$ cat src/rtl/flash_ctrl_defs.svh
// Offsets, field positions, reset values, command codes and timing counts of the flash controller.
`ifndef FLASH_CTRL_DEFS_SVH
`define FLASH_CTRL_DEFS_SVH

`define REG_CTRL          8'h00
`define REG_CONFIG        8'h04
`define REG_ADDR          8'h08
`define REG_DATA          8'h0C
`define REG_STATUS        8'h10
`define REG_RDATA         8'h14
`define REG_PAGE          8'h18
`define REG_PAGE_COUNT    8'h1C

`define CTRL_OP_LSB       0
`define CTRL_OP_MSB       3
`define CTRL_WAIT_BIT     8
`define CFG_RESET_BIT     0
`define CFG_PROG_EN_BIT   1
`define CFG_WORD_BIT      2
`define CONFIG_RESET      3'h0

`define ST_BUSY_BIT       0
`define ST_DONE_BIT       1
`define ST_PIN_BIT        2
`define ST_REFUSED_BIT    3

`define CMD_READ_ARRAY    8'hFF
`define CMD_READ_ID       8'h90
`define CMD_READ_QUERY    8'h98
`define CMD_READ_STATUS   8'h70
`define CMD_CLEAR_STATUS  8'h50
`define CMD_ERASE_SETUP   8'h20
`define CMD_CONFIRM       8'hD0
`define CMD_PROGRAM_SETUP 8'h40
`define CMD_PAGE_SETUP    8'hE8
`define CMD_SUSPEND       8'hB0
`define CMD_BUSY_CONFIG   8'hB8
`define CMD_LOCK_SETUP    8'h60
`define CMD_LOCK_SET      8'h01
`define CMD_ONETIME_SETUP 8'hC0

`define PAGE_DEPTH        32
`define PAGE_PTR_W        5

`define CLK_PERIOD_NS     20
`define T_SETUP_NS        40
`define T_WE_LOW_NS       70
`define T_HOLD_NS         20
`define T_READ_ACC_NS     120
`define T_RECOVER_NS      40
`define T_BUSY_SETTLE_NS  200
`define NS_TO_CYC(ns)     (((ns) + `CLK_PERIOD_NS - 1) / `CLK_PERIOD_NS)
`define CYC_SETUP         4'(`NS_TO_CYC(`T_SETUP_NS))
`define CYC_WE_LOW        4'(`NS_TO_CYC(`T_WE_LOW_NS))
`define CYC_HOLD          4'(`NS_TO_CYC(`T_HOLD_NS))
`define CYC_READ_ACC      4'(`NS_TO_CYC(`T_READ_ACC_NS))
`define CYC_RECOVER       4'(`NS_TO_CYC(`T_RECOVER_NS))
`define CYC_BUSY_SETTLE   4'(`NS_TO_CYC(`T_BUSY_SETTLE_NS))

`endif

$ cat src/rtl/flash_ctrl_pkg.sv
// Types shared by the flash controller modules.
package flash_ctrl_pkg;

  typedef enum logic [3:0] {
    OP_READ_ARRAY,
    OP_READ_ID,
    OP_READ_QUERY,
    OP_READ_STATUS,
    OP_CLEAR_STATUS,
    OP_ERASE,
    OP_PROGRAM,
    OP_PAGE_PROGRAM,
    OP_SUSPEND,
    OP_RESUME,
    OP_BUSY_CONFIG,
    OP_LOCK_SET,
    OP_LOCK_CLEAR,
    OP_ONETIME_PROGRAM,
    OP_PLAIN_READ
  } op_e;

  typedef enum logic [1:0] {
    CYC_WRITE,
    CYC_READ,
    CYC_END
  } cyc_kind_e;

endpackage : flash_ctrl_pkg

$ cat src/rtl/flash_cycle_if.sv
// Request and answer of one flash bus cycle between sequencer and pin engine.
`timescale 1ns/100ps
interface flash_cycle_if;
  logic        req;
  logic        write;
  logic [22:0] addr;
  logic [15:0] wdata;
  logic        ack;
  logic [15:0] rdata;

  modport requester (output req, output write, output addr, output wdata, input ack, input rdata);
  modport engine    (input req, input write, input addr, input wdata, output ack, output rdata);
endinterface : flash_cycle_if

$ cat src/rtl/flash_page_store.sv
// Word store that holds the data of one page-buffer program.
`timescale 1ns/100ps
`include "flash_ctrl_defs.svh"
module flash_page_store
  import flash_ctrl_pkg::*;
(
  input  wire logic                   core_clk_in,
  input  wire logic                   wr_in,
  input  wire logic [`PAGE_PTR_W-1:0] wr_ptr_in,
  input  wire logic [15:0]            wr_data_in,
  input  wire logic [`PAGE_PTR_W-1:0] rd_ptr_in,
  output logic      [15:0]            rd_data_out
);
  logic [15:0] words [`PAGE_DEPTH];

  always_ff @(posedge core_clk_in) begin
    if (wr_in) begin
      words[wr_ptr_in] <= wr_data_in;
    end
  end

  assign rd_data_out = words[rd_ptr_in];
endmodule : flash_page_store

$ cat src/rtl/flash_bus_engine.sv
// Pin engine that performs one write or read cycle on the flash bus.
`timescale 1ns/100ps
`include "flash_ctrl_defs.svh"
module flash_bus_engine
  import flash_ctrl_pkg::*;
(
  input  wire logic        core_clk_in,
  input  wire logic        rst_in,
  flash_cycle_if.engine    cyc,
  input  wire logic [15:0] flash_dq_in,
  output logic      [22:0] flash_addr_out,
  output logic      [15:0] flash_dq_out,
  output logic             flash_dq_oe_out,
  output logic             chip_select_a_n_out,
  output logic             flash_oe_n_out,
  output logic             flash_we_n_out
);
  typedef enum logic [2:0] {E_IDLE, E_SETUP, E_STROBE, E_HOLD, E_RECOVER} eng_state_e;

  eng_state_e  state;
  logic [3:0]  count;
  logic        is_write;

  always_ff @(posedge core_clk_in) begin
    if (rst_in) begin
      state               <= E_IDLE;
      count               <= 4'h0;
      is_write            <= 1'b0;
      flash_addr_out      <= 23'h000000;
      flash_dq_out        <= 16'h0000;
      flash_dq_oe_out     <= 1'b0;
      chip_select_a_n_out <= 1'b1;
      flash_oe_n_out      <= 1'b1;
      flash_we_n_out      <= 1'b1;
      cyc.ack             <= 1'b0;
      cyc.rdata           <= 16'h0000;
    end else begin
      cyc.ack <= 1'b0;
      unique case (state)
        E_IDLE: begin
          if (cyc.req) begin
            is_write            <= cyc.write;
            flash_addr_out      <= cyc.addr;
            flash_dq_out        <= cyc.wdata;
            flash_dq_oe_out     <= cyc.write;
            chip_select_a_n_out <= 1'b0;
            count               <= `CYC_SETUP;
            state               <= E_SETUP;
          end
        end
        E_SETUP: begin
          if (count == 4'h1) begin
            // Only one of the two strobes is ever pulled low in a cycle.
            flash_we_n_out <= ~is_write;
            flash_oe_n_out <= is_write;
            count          <= is_write ? `CYC_WE_LOW : `CYC_READ_ACC;
            state          <= E_STROBE;
          end else begin
            count <= count - 4'h1;
          end
        end
        E_STROBE: begin
          if (count == 4'h1) begin
            flash_we_n_out <= 1'b1;
            flash_oe_n_out <= 1'b1;
            if (!is_write) begin
              cyc.rdata <= flash_dq_in;
            end
            count <= `CYC_HOLD;
            state <= E_HOLD;
          end else begin
            count <= count - 4'h1;
          end
        end
        E_HOLD: begin
          // Address and data stay put until after the write enable edge that latches them.
          if (count == 4'h1) begin
            chip_select_a_n_out <= 1'b1;
            flash_dq_oe_out     <= 1'b0;
            count               <= `CYC_RECOVER;
            state               <= E_RECOVER;
          end else begin
            count <= count - 4'h1;
          end
        end
        E_RECOVER: begin
          if (count == 4'h1) begin
            cyc.ack <= 1'b1;
            state   <= E_IDLE;
          end else begin
            count <= count - 4'h1;
          end
        end
      endcase
    end
  end
endmodule : flash_bus_engine

$ cat src/rtl/flash_host_ctrl.sv
// Host controller that drives a parallel NOR flash through its command cycles.
//
// Decided for this implementation: the register offsets and strobed register access.
`timescale 1ns/100ps
`include "flash_ctrl_defs.svh"
module flash_host_ctrl
  import flash_ctrl_pkg::*;
(
  input  wire logic        core_clk_in,
  input  wire logic        rst_in,
  input  wire logic [7:0]  reg_addr_in,
  input  wire logic [31:0] reg_wdata_in,
  input  wire logic        reg_wr_in,
  input  wire logic        reg_rd_in,
  output logic      [31:0] reg_rdata_out,
  output logic      [22:0] flash_addr_out,
  output logic      [15:0] flash_dq_out,
  output logic             flash_dq_oe_out,
  input  wire logic [15:0] flash_dq_in,
  output logic             chip_select_a_n_out,
  output logic             flash_oe_n_out,
  output logic             flash_we_n_out,
  output logic             reset_powerdown_n_out,
  output logic             byte_mode_n_out,
  output logic             program_enable_supply_out,
  input  wire logic        busy_indicator_pin_in
);
  typedef enum logic [2:0] {S_IDLE, S_ISSUE, S_WAIT_CYCLE, S_SETTLE, S_WAIT_READY} seq_state_e;

  flash_cycle_if cyc ();

  seq_state_e            state;
  op_e                   op;
  logic                  wait_ready;
  logic [5:0]            step;
  logic [3:0]            settle;
  logic [22:0]           target_addr;
  logic [15:0]           target_data;
  logic [15:0]           read_data;
  logic [`PAGE_PTR_W:0]  page_count;
  logic                  done;
  logic                  refused;
  logic [2:0]            config_bits;
  logic                  req;
  logic                  req_write;
  logic [22:0]           req_addr;
  logic [15:0]           req_data;
  logic [15:0]           page_word;
  cyc_kind_e             kind;
  logic [22:0]           cyc_addr;
  logic [7:0]            cyc_code;
  logic                  cyc_is_data;
  logic                  start;
  logic                  alters;
  logic                  start_ok;
  logic [5:0]            page_last;

  assign cyc.req   = req;
  assign cyc.write = req_write;
  assign cyc.addr  = req_addr;
  assign cyc.wdata = req_data;

  flash_bus_engine u_engine (
    .core_clk_in         (core_clk_in),
    .rst_in              (rst_in),
    .cyc                 (cyc),
    .flash_dq_in         (flash_dq_in),
    .flash_addr_out      (flash_addr_out),
    .flash_dq_out        (flash_dq_out),
    .flash_dq_oe_out     (flash_dq_oe_out),
    .chip_select_a_n_out (chip_select_a_n_out),
    .flash_oe_n_out      (flash_oe_n_out),
    .flash_we_n_out      (flash_we_n_out)
  );

  flash_page_store u_page (
    .core_clk_in (core_clk_in),
    .wr_in       (reg_wr_in && reg_addr_in == `REG_PAGE && state == S_IDLE && page_count < 6'(`PAGE_DEPTH)),
    .wr_ptr_in   (page_count[`PAGE_PTR_W-1:0]),
    .wr_data_in  (reg_wdata_in[15:0]),
    .rd_ptr_in   (5'(step - 6'h2)),
    .rd_data_out (page_word)
  );

  assign start     = reg_wr_in && reg_addr_in == `REG_CTRL && state == S_IDLE;
  assign page_last = 6'(page_count + 6'h2);

  // Orders that alter memory are refused while the program supply is switched off.
  always_comb begin
    unique case (op_e'(reg_wdata_in[`CTRL_OP_MSB:`CTRL_OP_LSB]))
      OP_ERASE, OP_PROGRAM, OP_PAGE_PROGRAM, OP_LOCK_SET, OP_LOCK_CLEAR, OP_ONETIME_PROGRAM: alters = 1'b1;
      default: alters = 1'b0;
    endcase
  end

  always_comb begin
    start_ok = reg_wdata_in[`CTRL_OP_MSB:`CTRL_OP_LSB] <= 4'(OP_PLAIN_READ);
    if (alters && (!config_bits[`CFG_PROG_EN_BIT] || !config_bits[`CFG_RESET_BIT])) begin
      start_ok = 1'b0;
    end
    if (op_e'(reg_wdata_in[`CTRL_OP_MSB:`CTRL_OP_LSB]) == OP_PAGE_PROGRAM && page_count == 6'h0) begin
      start_ok = 1'b0;
    end
  end

  // Each order is spelled out as its list of bus cycles, one per step.
  always_comb begin
    kind        = CYC_END;
    cyc_addr    = target_addr;
    cyc_code    = `CMD_READ_ARRAY;
    cyc_is_data = 1'b0;
    unique case (op)
      OP_READ_ARRAY: begin
        if (step == 6'h0) begin
          kind = CYC_WRITE;
        end
      end
      OP_READ_ID, OP_READ_QUERY, OP_READ_STATUS: begin
        cyc_code = (op == OP_READ_ID) ? `CMD_READ_ID :
                   (op == OP_READ_QUERY) ? `CMD_READ_QUERY : `CMD_READ_STATUS;
        if (step == 6'h0) begin
          kind = CYC_WRITE;
        end
        if (step == 6'h1) begin
          kind = CYC_READ;
        end
      end
      OP_CLEAR_STATUS: begin
        cyc_code = `CMD_CLEAR_STATUS;
        if (step == 6'h0) begin
          kind = CYC_WRITE;
        end
      end
      OP_ERASE: begin
        cyc_code = (step == 6'h0) ? `CMD_ERASE_SETUP : `CMD_CONFIRM;
        if (step < 6'h2) begin
          kind = CYC_WRITE;
        end
      end
      OP_PROGRAM, OP_ONETIME_PROGRAM, OP_BUSY_CONFIG: begin
        cyc_code    = (op == OP_PROGRAM) ? `CMD_PROGRAM_SETUP :
                      (op == OP_ONETIME_PROGRAM) ? `CMD_ONETIME_SETUP : `CMD_BUSY_CONFIG;
        cyc_is_data = step == 6'h1;
        if (step < 6'h2) begin
          kind = CYC_WRITE;
        end
      end
      OP_PAGE_PROGRAM: begin
        // Setup, count, one write per stored word, then the confirm.
        if (step <= page_last) begin
          kind = CYC_WRITE;
        end
        if (step == 6'h0) begin
          cyc_code = `CMD_PAGE_SETUP;
        end else if (step == 6'h1) begin
          cyc_code = 8'(page_count - 6'h1);
        end else if (step == page_last) begin
          cyc_code = `CMD_CONFIRM;
        end else begin
          cyc_is_data = 1'b1;
          cyc_addr    = 23'(target_addr + 23'(step - 6'h2));
        end
      end
      OP_SUSPEND: begin
        cyc_code = `CMD_SUSPEND;
        if (step == 6'h0) begin
          kind = CYC_WRITE;
        end
      end
      OP_RESUME: begin
        // The device picks which suspended operation resumes, the program one first.
        cyc_code = `CMD_CONFIRM;
        if (step == 6'h0) begin
          kind = CYC_WRITE;
        end
      end
      OP_LOCK_SET, OP_LOCK_CLEAR: begin
        cyc_code = (step == 6'h0) ? `CMD_LOCK_SETUP :
                   (op == OP_LOCK_SET) ? `CMD_LOCK_SET : `CMD_CONFIRM;
        if (step < 6'h2) begin
          kind = CYC_WRITE;
        end
      end
      OP_PLAIN_READ: begin
        if (step == 6'h0) begin
          kind = CYC_READ;
        end
      end
      default: begin
        kind = CYC_END;
      end
    endcase
  end

  always_ff @(posedge core_clk_in) begin
    if (rst_in) begin
      state     <= S_IDLE;
      op        <= OP_READ_ARRAY;
      step      <= 6'h0;
      settle    <= 4'h0;
      req       <= 1'b0;
      req_write <= 1'b0;
      req_addr  <= 23'h000000;
      req_data  <= 16'h0000;
      read_data <= 16'h0000;
    end else begin
      req <= 1'b0;
      unique case (state)
        S_IDLE: begin
          if (start && start_ok) begin
            op    <= op_e'(reg_wdata_in[`CTRL_OP_MSB:`CTRL_OP_LSB]);
            step  <= 6'h0;
            state <= S_ISSUE;
          end
        end
        S_ISSUE: begin
          if (kind == CYC_END) begin
            settle <= `CYC_BUSY_SETTLE;
            state  <= (wait_ready && op != OP_PLAIN_READ) ? S_SETTLE : S_IDLE;
          end else begin
            req       <= 1'b1;
            req_write <= kind == CYC_WRITE;
            req_addr  <= cyc_addr;
            // Command codes go out on the low byte with the upper byte held at zero.
            req_data  <= cyc_is_data ? (op == OP_PAGE_PROGRAM ? page_word : target_data) : {8'h00, cyc_code};
            state     <= S_WAIT_CYCLE;
          end
        end
        S_WAIT_CYCLE: begin
          if (cyc.ack) begin
            if (!req_write) begin
              read_data <= cyc.rdata;
            end
            step  <= 6'(step + 6'h1);
            state <= S_ISSUE;
          end
        end
        S_SETTLE: begin
          settle <= settle - 4'h1;
          if (settle == 4'h1) begin
            state <= S_WAIT_READY;
          end
        end
        S_WAIT_READY: begin
          // A released busy pin reads high through the board pull-up.
          if (busy_indicator_pin_in) begin
            state <= S_IDLE;
          end
        end
        default: begin
          state <= S_IDLE;
        end
      endcase
    end
  end

  always_ff @(posedge core_clk_in) begin
    if (rst_in) begin
      wait_ready  <= 1'b0;
      target_addr <= 23'h000000;
      target_data <= 16'h0000;
      config_bits <= `CONFIG_RESET;
    end else if (reg_wr_in) begin
      if (start) wait_ready <= reg_wdata_in[`CTRL_WAIT_BIT];
      if (reg_addr_in == `REG_ADDR) target_addr <= reg_wdata_in[22:0];
      if (reg_addr_in == `REG_DATA) target_data <= reg_wdata_in[15:0];
      if (reg_addr_in == `REG_CONFIG) config_bits <= reg_wdata_in[2:0];
    end
  end

  always_ff @(posedge core_clk_in) begin
    if (rst_in) begin
      page_count <= 6'h0;
    end else if (state == S_ISSUE && kind == CYC_END && op == OP_PAGE_PROGRAM) begin
      page_count <= 6'h0;
    end else if (reg_wr_in && reg_addr_in == `REG_PAGE && state == S_IDLE && page_count < 6'(`PAGE_DEPTH)) begin
      page_count <= 6'(page_count + 6'h1);
    end else if (reg_wr_in && reg_addr_in == `REG_PAGE_COUNT && state == S_IDLE) begin
      page_count <= 6'h0;
    end
  end

  always_ff @(posedge core_clk_in) begin
    if (rst_in) begin
      done    <= 1'b0;
      refused <= 1'b0;
    end else if (start) begin
      done    <= 1'b0;
      refused <= !start_ok;
    end else if ((state == S_ISSUE && kind == CYC_END && !(wait_ready && op != OP_PLAIN_READ))
                 || (state == S_WAIT_READY && busy_indicator_pin_in)) begin
      done <= 1'b1;
    end
  end

  always_ff @(posedge core_clk_in) begin
    if (rst_in) begin
      reg_rdata_out <= 32'h00000000;
    end else if (reg_rd_in) begin
      unique case (reg_addr_in)
        `REG_CTRL:       reg_rdata_out <= {23'h000000, wait_ready, 4'h0, op};
        `REG_CONFIG:     reg_rdata_out <= {29'h00000000, config_bits};
        `REG_ADDR:       reg_rdata_out <= {9'h000, target_addr};
        `REG_DATA:       reg_rdata_out <= {16'h0000, target_data};
        `REG_STATUS:     reg_rdata_out <= {28'h0000000, refused, busy_indicator_pin_in, done, state != S_IDLE};
        `REG_RDATA:      reg_rdata_out <= {16'h0000, read_data};
        `REG_PAGE_COUNT: reg_rdata_out <= {26'h0000000, page_count};
        default:         reg_rdata_out <= 32'h00000000;
      endcase
    end else begin
      reg_rdata_out <= 32'h00000000;
    end
  end

  always_ff @(posedge core_clk_in) begin
    if (rst_in) begin
      reset_powerdown_n_out     <= 1'b0;
      byte_mode_n_out           <= 1'b0;
      program_enable_supply_out <= 1'b0;
    end else begin
      reset_powerdown_n_out     <= config_bits[`CFG_RESET_BIT];
      byte_mode_n_out           <= config_bits[`CFG_WORD_BIT];
      program_enable_supply_out <= config_bits[`CFG_PROG_EN_BIT];
    end
  end
endmodule : flash_host_ctrl

$ cat config.mk
export PLATFORM = sky130hd
export DESIGN_NAME = flash_host_ctrl
export DESIGN_NICKNAME = d
export VERILOG_FILES = /design/src/rtl/flash_ctrl_pkg.sv /design/src/rtl/flash_cycle_if.sv /design/src/rtl/flash_page_store.sv /design/src/rtl/flash_bus_engine.sv /design/src/rtl/flash_host_ctrl.sv
export VERILOG_INCLUDE_DIRS = /design/src /design/src/rtl
export SDC_FILE = /design/constraint.sdc
export NUM_CORES = 1
export LEC_CHECK = 0
export ABC_AREA = 1
export BUFFER_PORTS_ARGS = -buffer_cell sky130_fd_sc_hd__buf_4
export CAP_MARGIN = 25
export CORE_MARGIN = 3
export CORE_UTILIZATION = 53
export DETAILED_ROUTE_END_ITERATION = 8
export PLACE_DENSITY = 0.81
export SLEW_MARGIN = 5
export SYNTH_ARGS = -nofsm -noshare
export SYNTH_HDL_FRONTEND = slang
export SYNTH_SLANG_ARGS = --single-unit
export TNS_END_PERCENT = 30
$ cat constraint.sdc
create_clock -name core_clk_in -period 3.9 [get_ports core_clk_in]
set_input_delay 0.39 -clock core_clk_in [delete_from_list [all_inputs] [get_ports core_clk_in]]
set_output_delay 0.39 -clock core_clk_in [all_outputs]
set_load 0.01 [all_outputs]
==> impl_metrics.json <==
{
  "cts_sinks": 731,
  "rows": 90,
  "nNetsFinal": 3785,
  "worstPathArrival_ns": 3.76,
  "p_clk_frac": 0.429,
  "power_density_nw_per_um2": 431,
  "holdWs_ns": 0.0242,
  "m1WireLength_um": 34000,
  "slew_viol_final": 0,
  "antenna_found_initial": 2,
  "final_common_cell": "nand2_1",
  "worst_setup_path_start_kind": "register",
  "hold_class": "in2reg",
  "worst_slew_pin_slew_ns": 0.854,
  "clk_pin_slew_ns": 0.06,
  "rr_worst_depth": 15,
  "ir_drop_mv": 0.317,
  "maxCapViolations": 0,
  "period_minus_slack_ns": 3.23,
  "ioPinCount": 139,
  "status": "finished clean",
  "ys_ff_latch": 731,
  "p_leak_nw": 15.1,
  "cts_tree": "yes",
  "cts-root-buf": "clkbuf_16",
  "via_per_inst": 5.67,
  "r2r_start": "page_count[4]",
  "grt-ovfl-total": 0,
  "synthFlopType": "edfxtp_1",
  "synthArstFlopShare": 0,
  "syn-cell-area_sq_um": 32500,
  "rsz0062_at_grt": "no",
  "drtPass1Iterations": 6,
  "ctsResizeCount": 0,
  "coreArea_sq_um": 60500,
  "finalHoldViolCount": 0,
  "wl_met2_um": 40200,
  "drive_above_1_share": 0.0904,
  "fp.dieH_um": 254,
  "drc_errors": 0,
  "r2r_end": "cyc.wdata[10]",
  "synth_edf_count": 512,
  "synthDistinctLibCells": 50,
  "hpwl_um": 52800,
  "ys_seq_area_frac": 0.608,
  "syn_inst": 3585,
  "regArea_sq_um": 19800,
  "p_total_mw": 15.8,
  "clock.fmax_ghz": 0.309,
  "p_int_mw": 12.5,
  "routedWlPerCell_um": 19.1,
  "cts_buffer_depth": 3,
  "grt_pass1_wl_um": 132000,
  "grt_pass1_vias": 23800,
  "wl_met3_um": 8060,
  "p_sw_mw": 3.35,
  "areaGrowthSynthToFinish_pct": 12.8,
  "fin_crit_sh": 0.829,
  "power_frac_seq": 0.532,
  "grt_max_degree": 151,
  "worst-r2r-setup-slack_ns": 0.67,
  "cts_setup_buffers": 0,
  "track_usage": 0.266,
  "ant_nets": 0,
  "crit_end": "cyc.wdata[10]",
  "num_vias": 25600,
  "combPwrFrac": 0.039,
  "critPathLaunch": "page_count[4]",
  "cts_hold_buffers": 18,
  "finalSetupTns_ns": 0,
  "crit_fanout": 37,
  "syn-mean-instance-area_sq_um": 9.07,
  "drt-initial-drc-count": 3231,
  "fin_skew_ns": 0.0270,
  "cts_inserted_buffers": 71,
  "p_sw_frac": 0.212,
  "finish.utilization": 0.607,
  "fp.dieArea_sq_um": 64300,
  "multi_input_comb_area_sq_um": 10900,
  "layout_common_cells": "nand2_1 (1060), edfxtp_1 (512), nand3_1 (472)",
  "critPathCaptureType": "register",
  "highest_layer": "met5",
  "setup_viol": 0,
  "critPathKind": "reg2reg",
  "clk-insertion-delay-late_ns": 0.63,
  "die_x_um": 254,
  "cp.required_ns": 4.43,
  "gp_congestion": 0.976,
  "ctsHtreeMaxLevel": 3,
  "maxSlewHeadroom": 0.430,
  "initial_core_util": 0.538,
  "wl_um": 86300,
  "fillers": 4692,
  "io_buffers": 120,
  "yosysWarnings": 0
}
-- sequential cells by signal, summed over array words and instances, names as in the netlist, 3 cells and up --
| signal | flops |
|---|---|
| state | 3 |
| read_data | 16 |
| target_data | 16 |
| op | 4 |
| u_engine.cyc.rdata | 16 |
| u_engine.flash_addr_out | 23 |
| cyc.addr | 23 |
| reg_rdata_out | 23 |
| config_bits | 3 |
| u_page.words | 512 |
| target_addr | 23 |
| step | 6 |
| u_engine.count | 4 |
| u_engine.state | 3 |
| settle | 4 |
| page_count | 6 |
| u_engine.flash_dq_out | 16 |
| cyc.wdata | 16 |
-- routing by layer --
layer,up-vias,GRT usage
met4,2,0.132
li1,12100,-
met5,-,0
met3,232,0.0408
met2,1335,0.426
met1,11900,0.356
-- power by group through the flow --
stage	combinational [mW]	sequential [mW]	clock, mW
after floorplan	0.317	8.57	0
after global placement	0.586	8.57	0
after detailed placement	0.600	8.57	0
after CTS	0.619	8.41	6.85
after global routing	0.691	8.41	7.17
final	0.623	8.41	6.78
-- metrics by stage --
step	instances	instance area (sq um)	worst slack [ns]
after detailed placement	4368	34200	0.737
final	4512	36700	0.667
after global placement	4368	34200	0.821
after CTS	4511	36700	0.661
after global routing	4511	36700	0.400
after floorplan	3593	32500	0.526
-- logic make-up (layout without fill, tap and decap cells) --
kind of cell             count (synthesis)  in the layout  share of synthesized area
other                                    1             10                   0.000115
AO/OA/AOI/OAI                          365            365                     0.0602
adder cells (fa/ha/maj)                 47             47                     0.0183
XOR/XNOR                                16             16                    0.00454
buffers and inverters                  487            623                     0.0596
flip-flops                             731            731                      0.608
AND/OR/NAND/NOR                       1938           1938                      0.249
-- worst max-delay path, stage by stage (launching register included) --
cell and delay [ns]:
dfxtp_1 0.36, inv_1 0.22, nand3_1 0.24, o21ai_0 0.30, inv_1 0.09, ha_1 0.27, nand2_1 0.08, nor3_1 0.30
nor2_1 0.07, nand2_1 0.10, nand2_2 0.13, nor2_8 0.16, nand2_4 0.26, nor2_4 0.32, nand2_1 0.10, a21oi_1 0.12
-- worst min-delay path by stage --
stage | start | endpoint | slack (ns) | cells after the start
global route | flash_dq_in[4] | u_engine.cyc.rdata[4] | 0.02 | 3
floorplan | config_bits[2] | byte_mode_n_out | 0.42 | 2
detailed placement | read_data[5] | read_data[5] | 0.45 | 2
CTS | flash_dq_in[3] | u_engine.cyc.rdata[3] | 0.0002 | 3
finish | flash_dq_in[3] | u_engine.cyc.rdata[3] | 0.02 | 3
global placement | cyc.addr[4] | cyc.addr[4] | 0.44 | 2
-- synth_stat cells (6+ instances only) --
master       n  area share
xor2_1       7      0.0019
o21ai_0    176       0.027
o22ai_1     12      0.0023
clkbuf_1   119       0.014
nand4_1     12      0.0023
a21oi_1    131       0.020
nand3_1    472       0.073
edfxtp_1   512        0.47
buf_2       30      0.0046
nand2_2      9      0.0017
o21ai_1      9      0.0014
or2_2        6      0.0012
o221ai_1     8      0.0022
xnor2_1      8      0.0022
dfxtp_1    219        0.13
nor3_1      41      0.0063
inv_1      290       0.033
inv_2       11      0.0013
ha_1        46       0.018
nand2_1   1060        0.12
buf_4       11      0.0025
nor2_1     320       0.037
buf_1       20      0.0023
-- cell type report --
cell class | count | share of cell area
flip-flops and latches | 731 | 0.539
multi-input cells | 2375 | 0.296
clock buffers | 93 | 0.0536
repair buffers | 196 | 0.0444
inverters | 302 | 0.0311
well taps | 782 | 0.0267
clock inverters | 32 | 0.00938
diodes | 1 | 0.0000682
No activity file was read; power rests on OpenSTA's default activity.
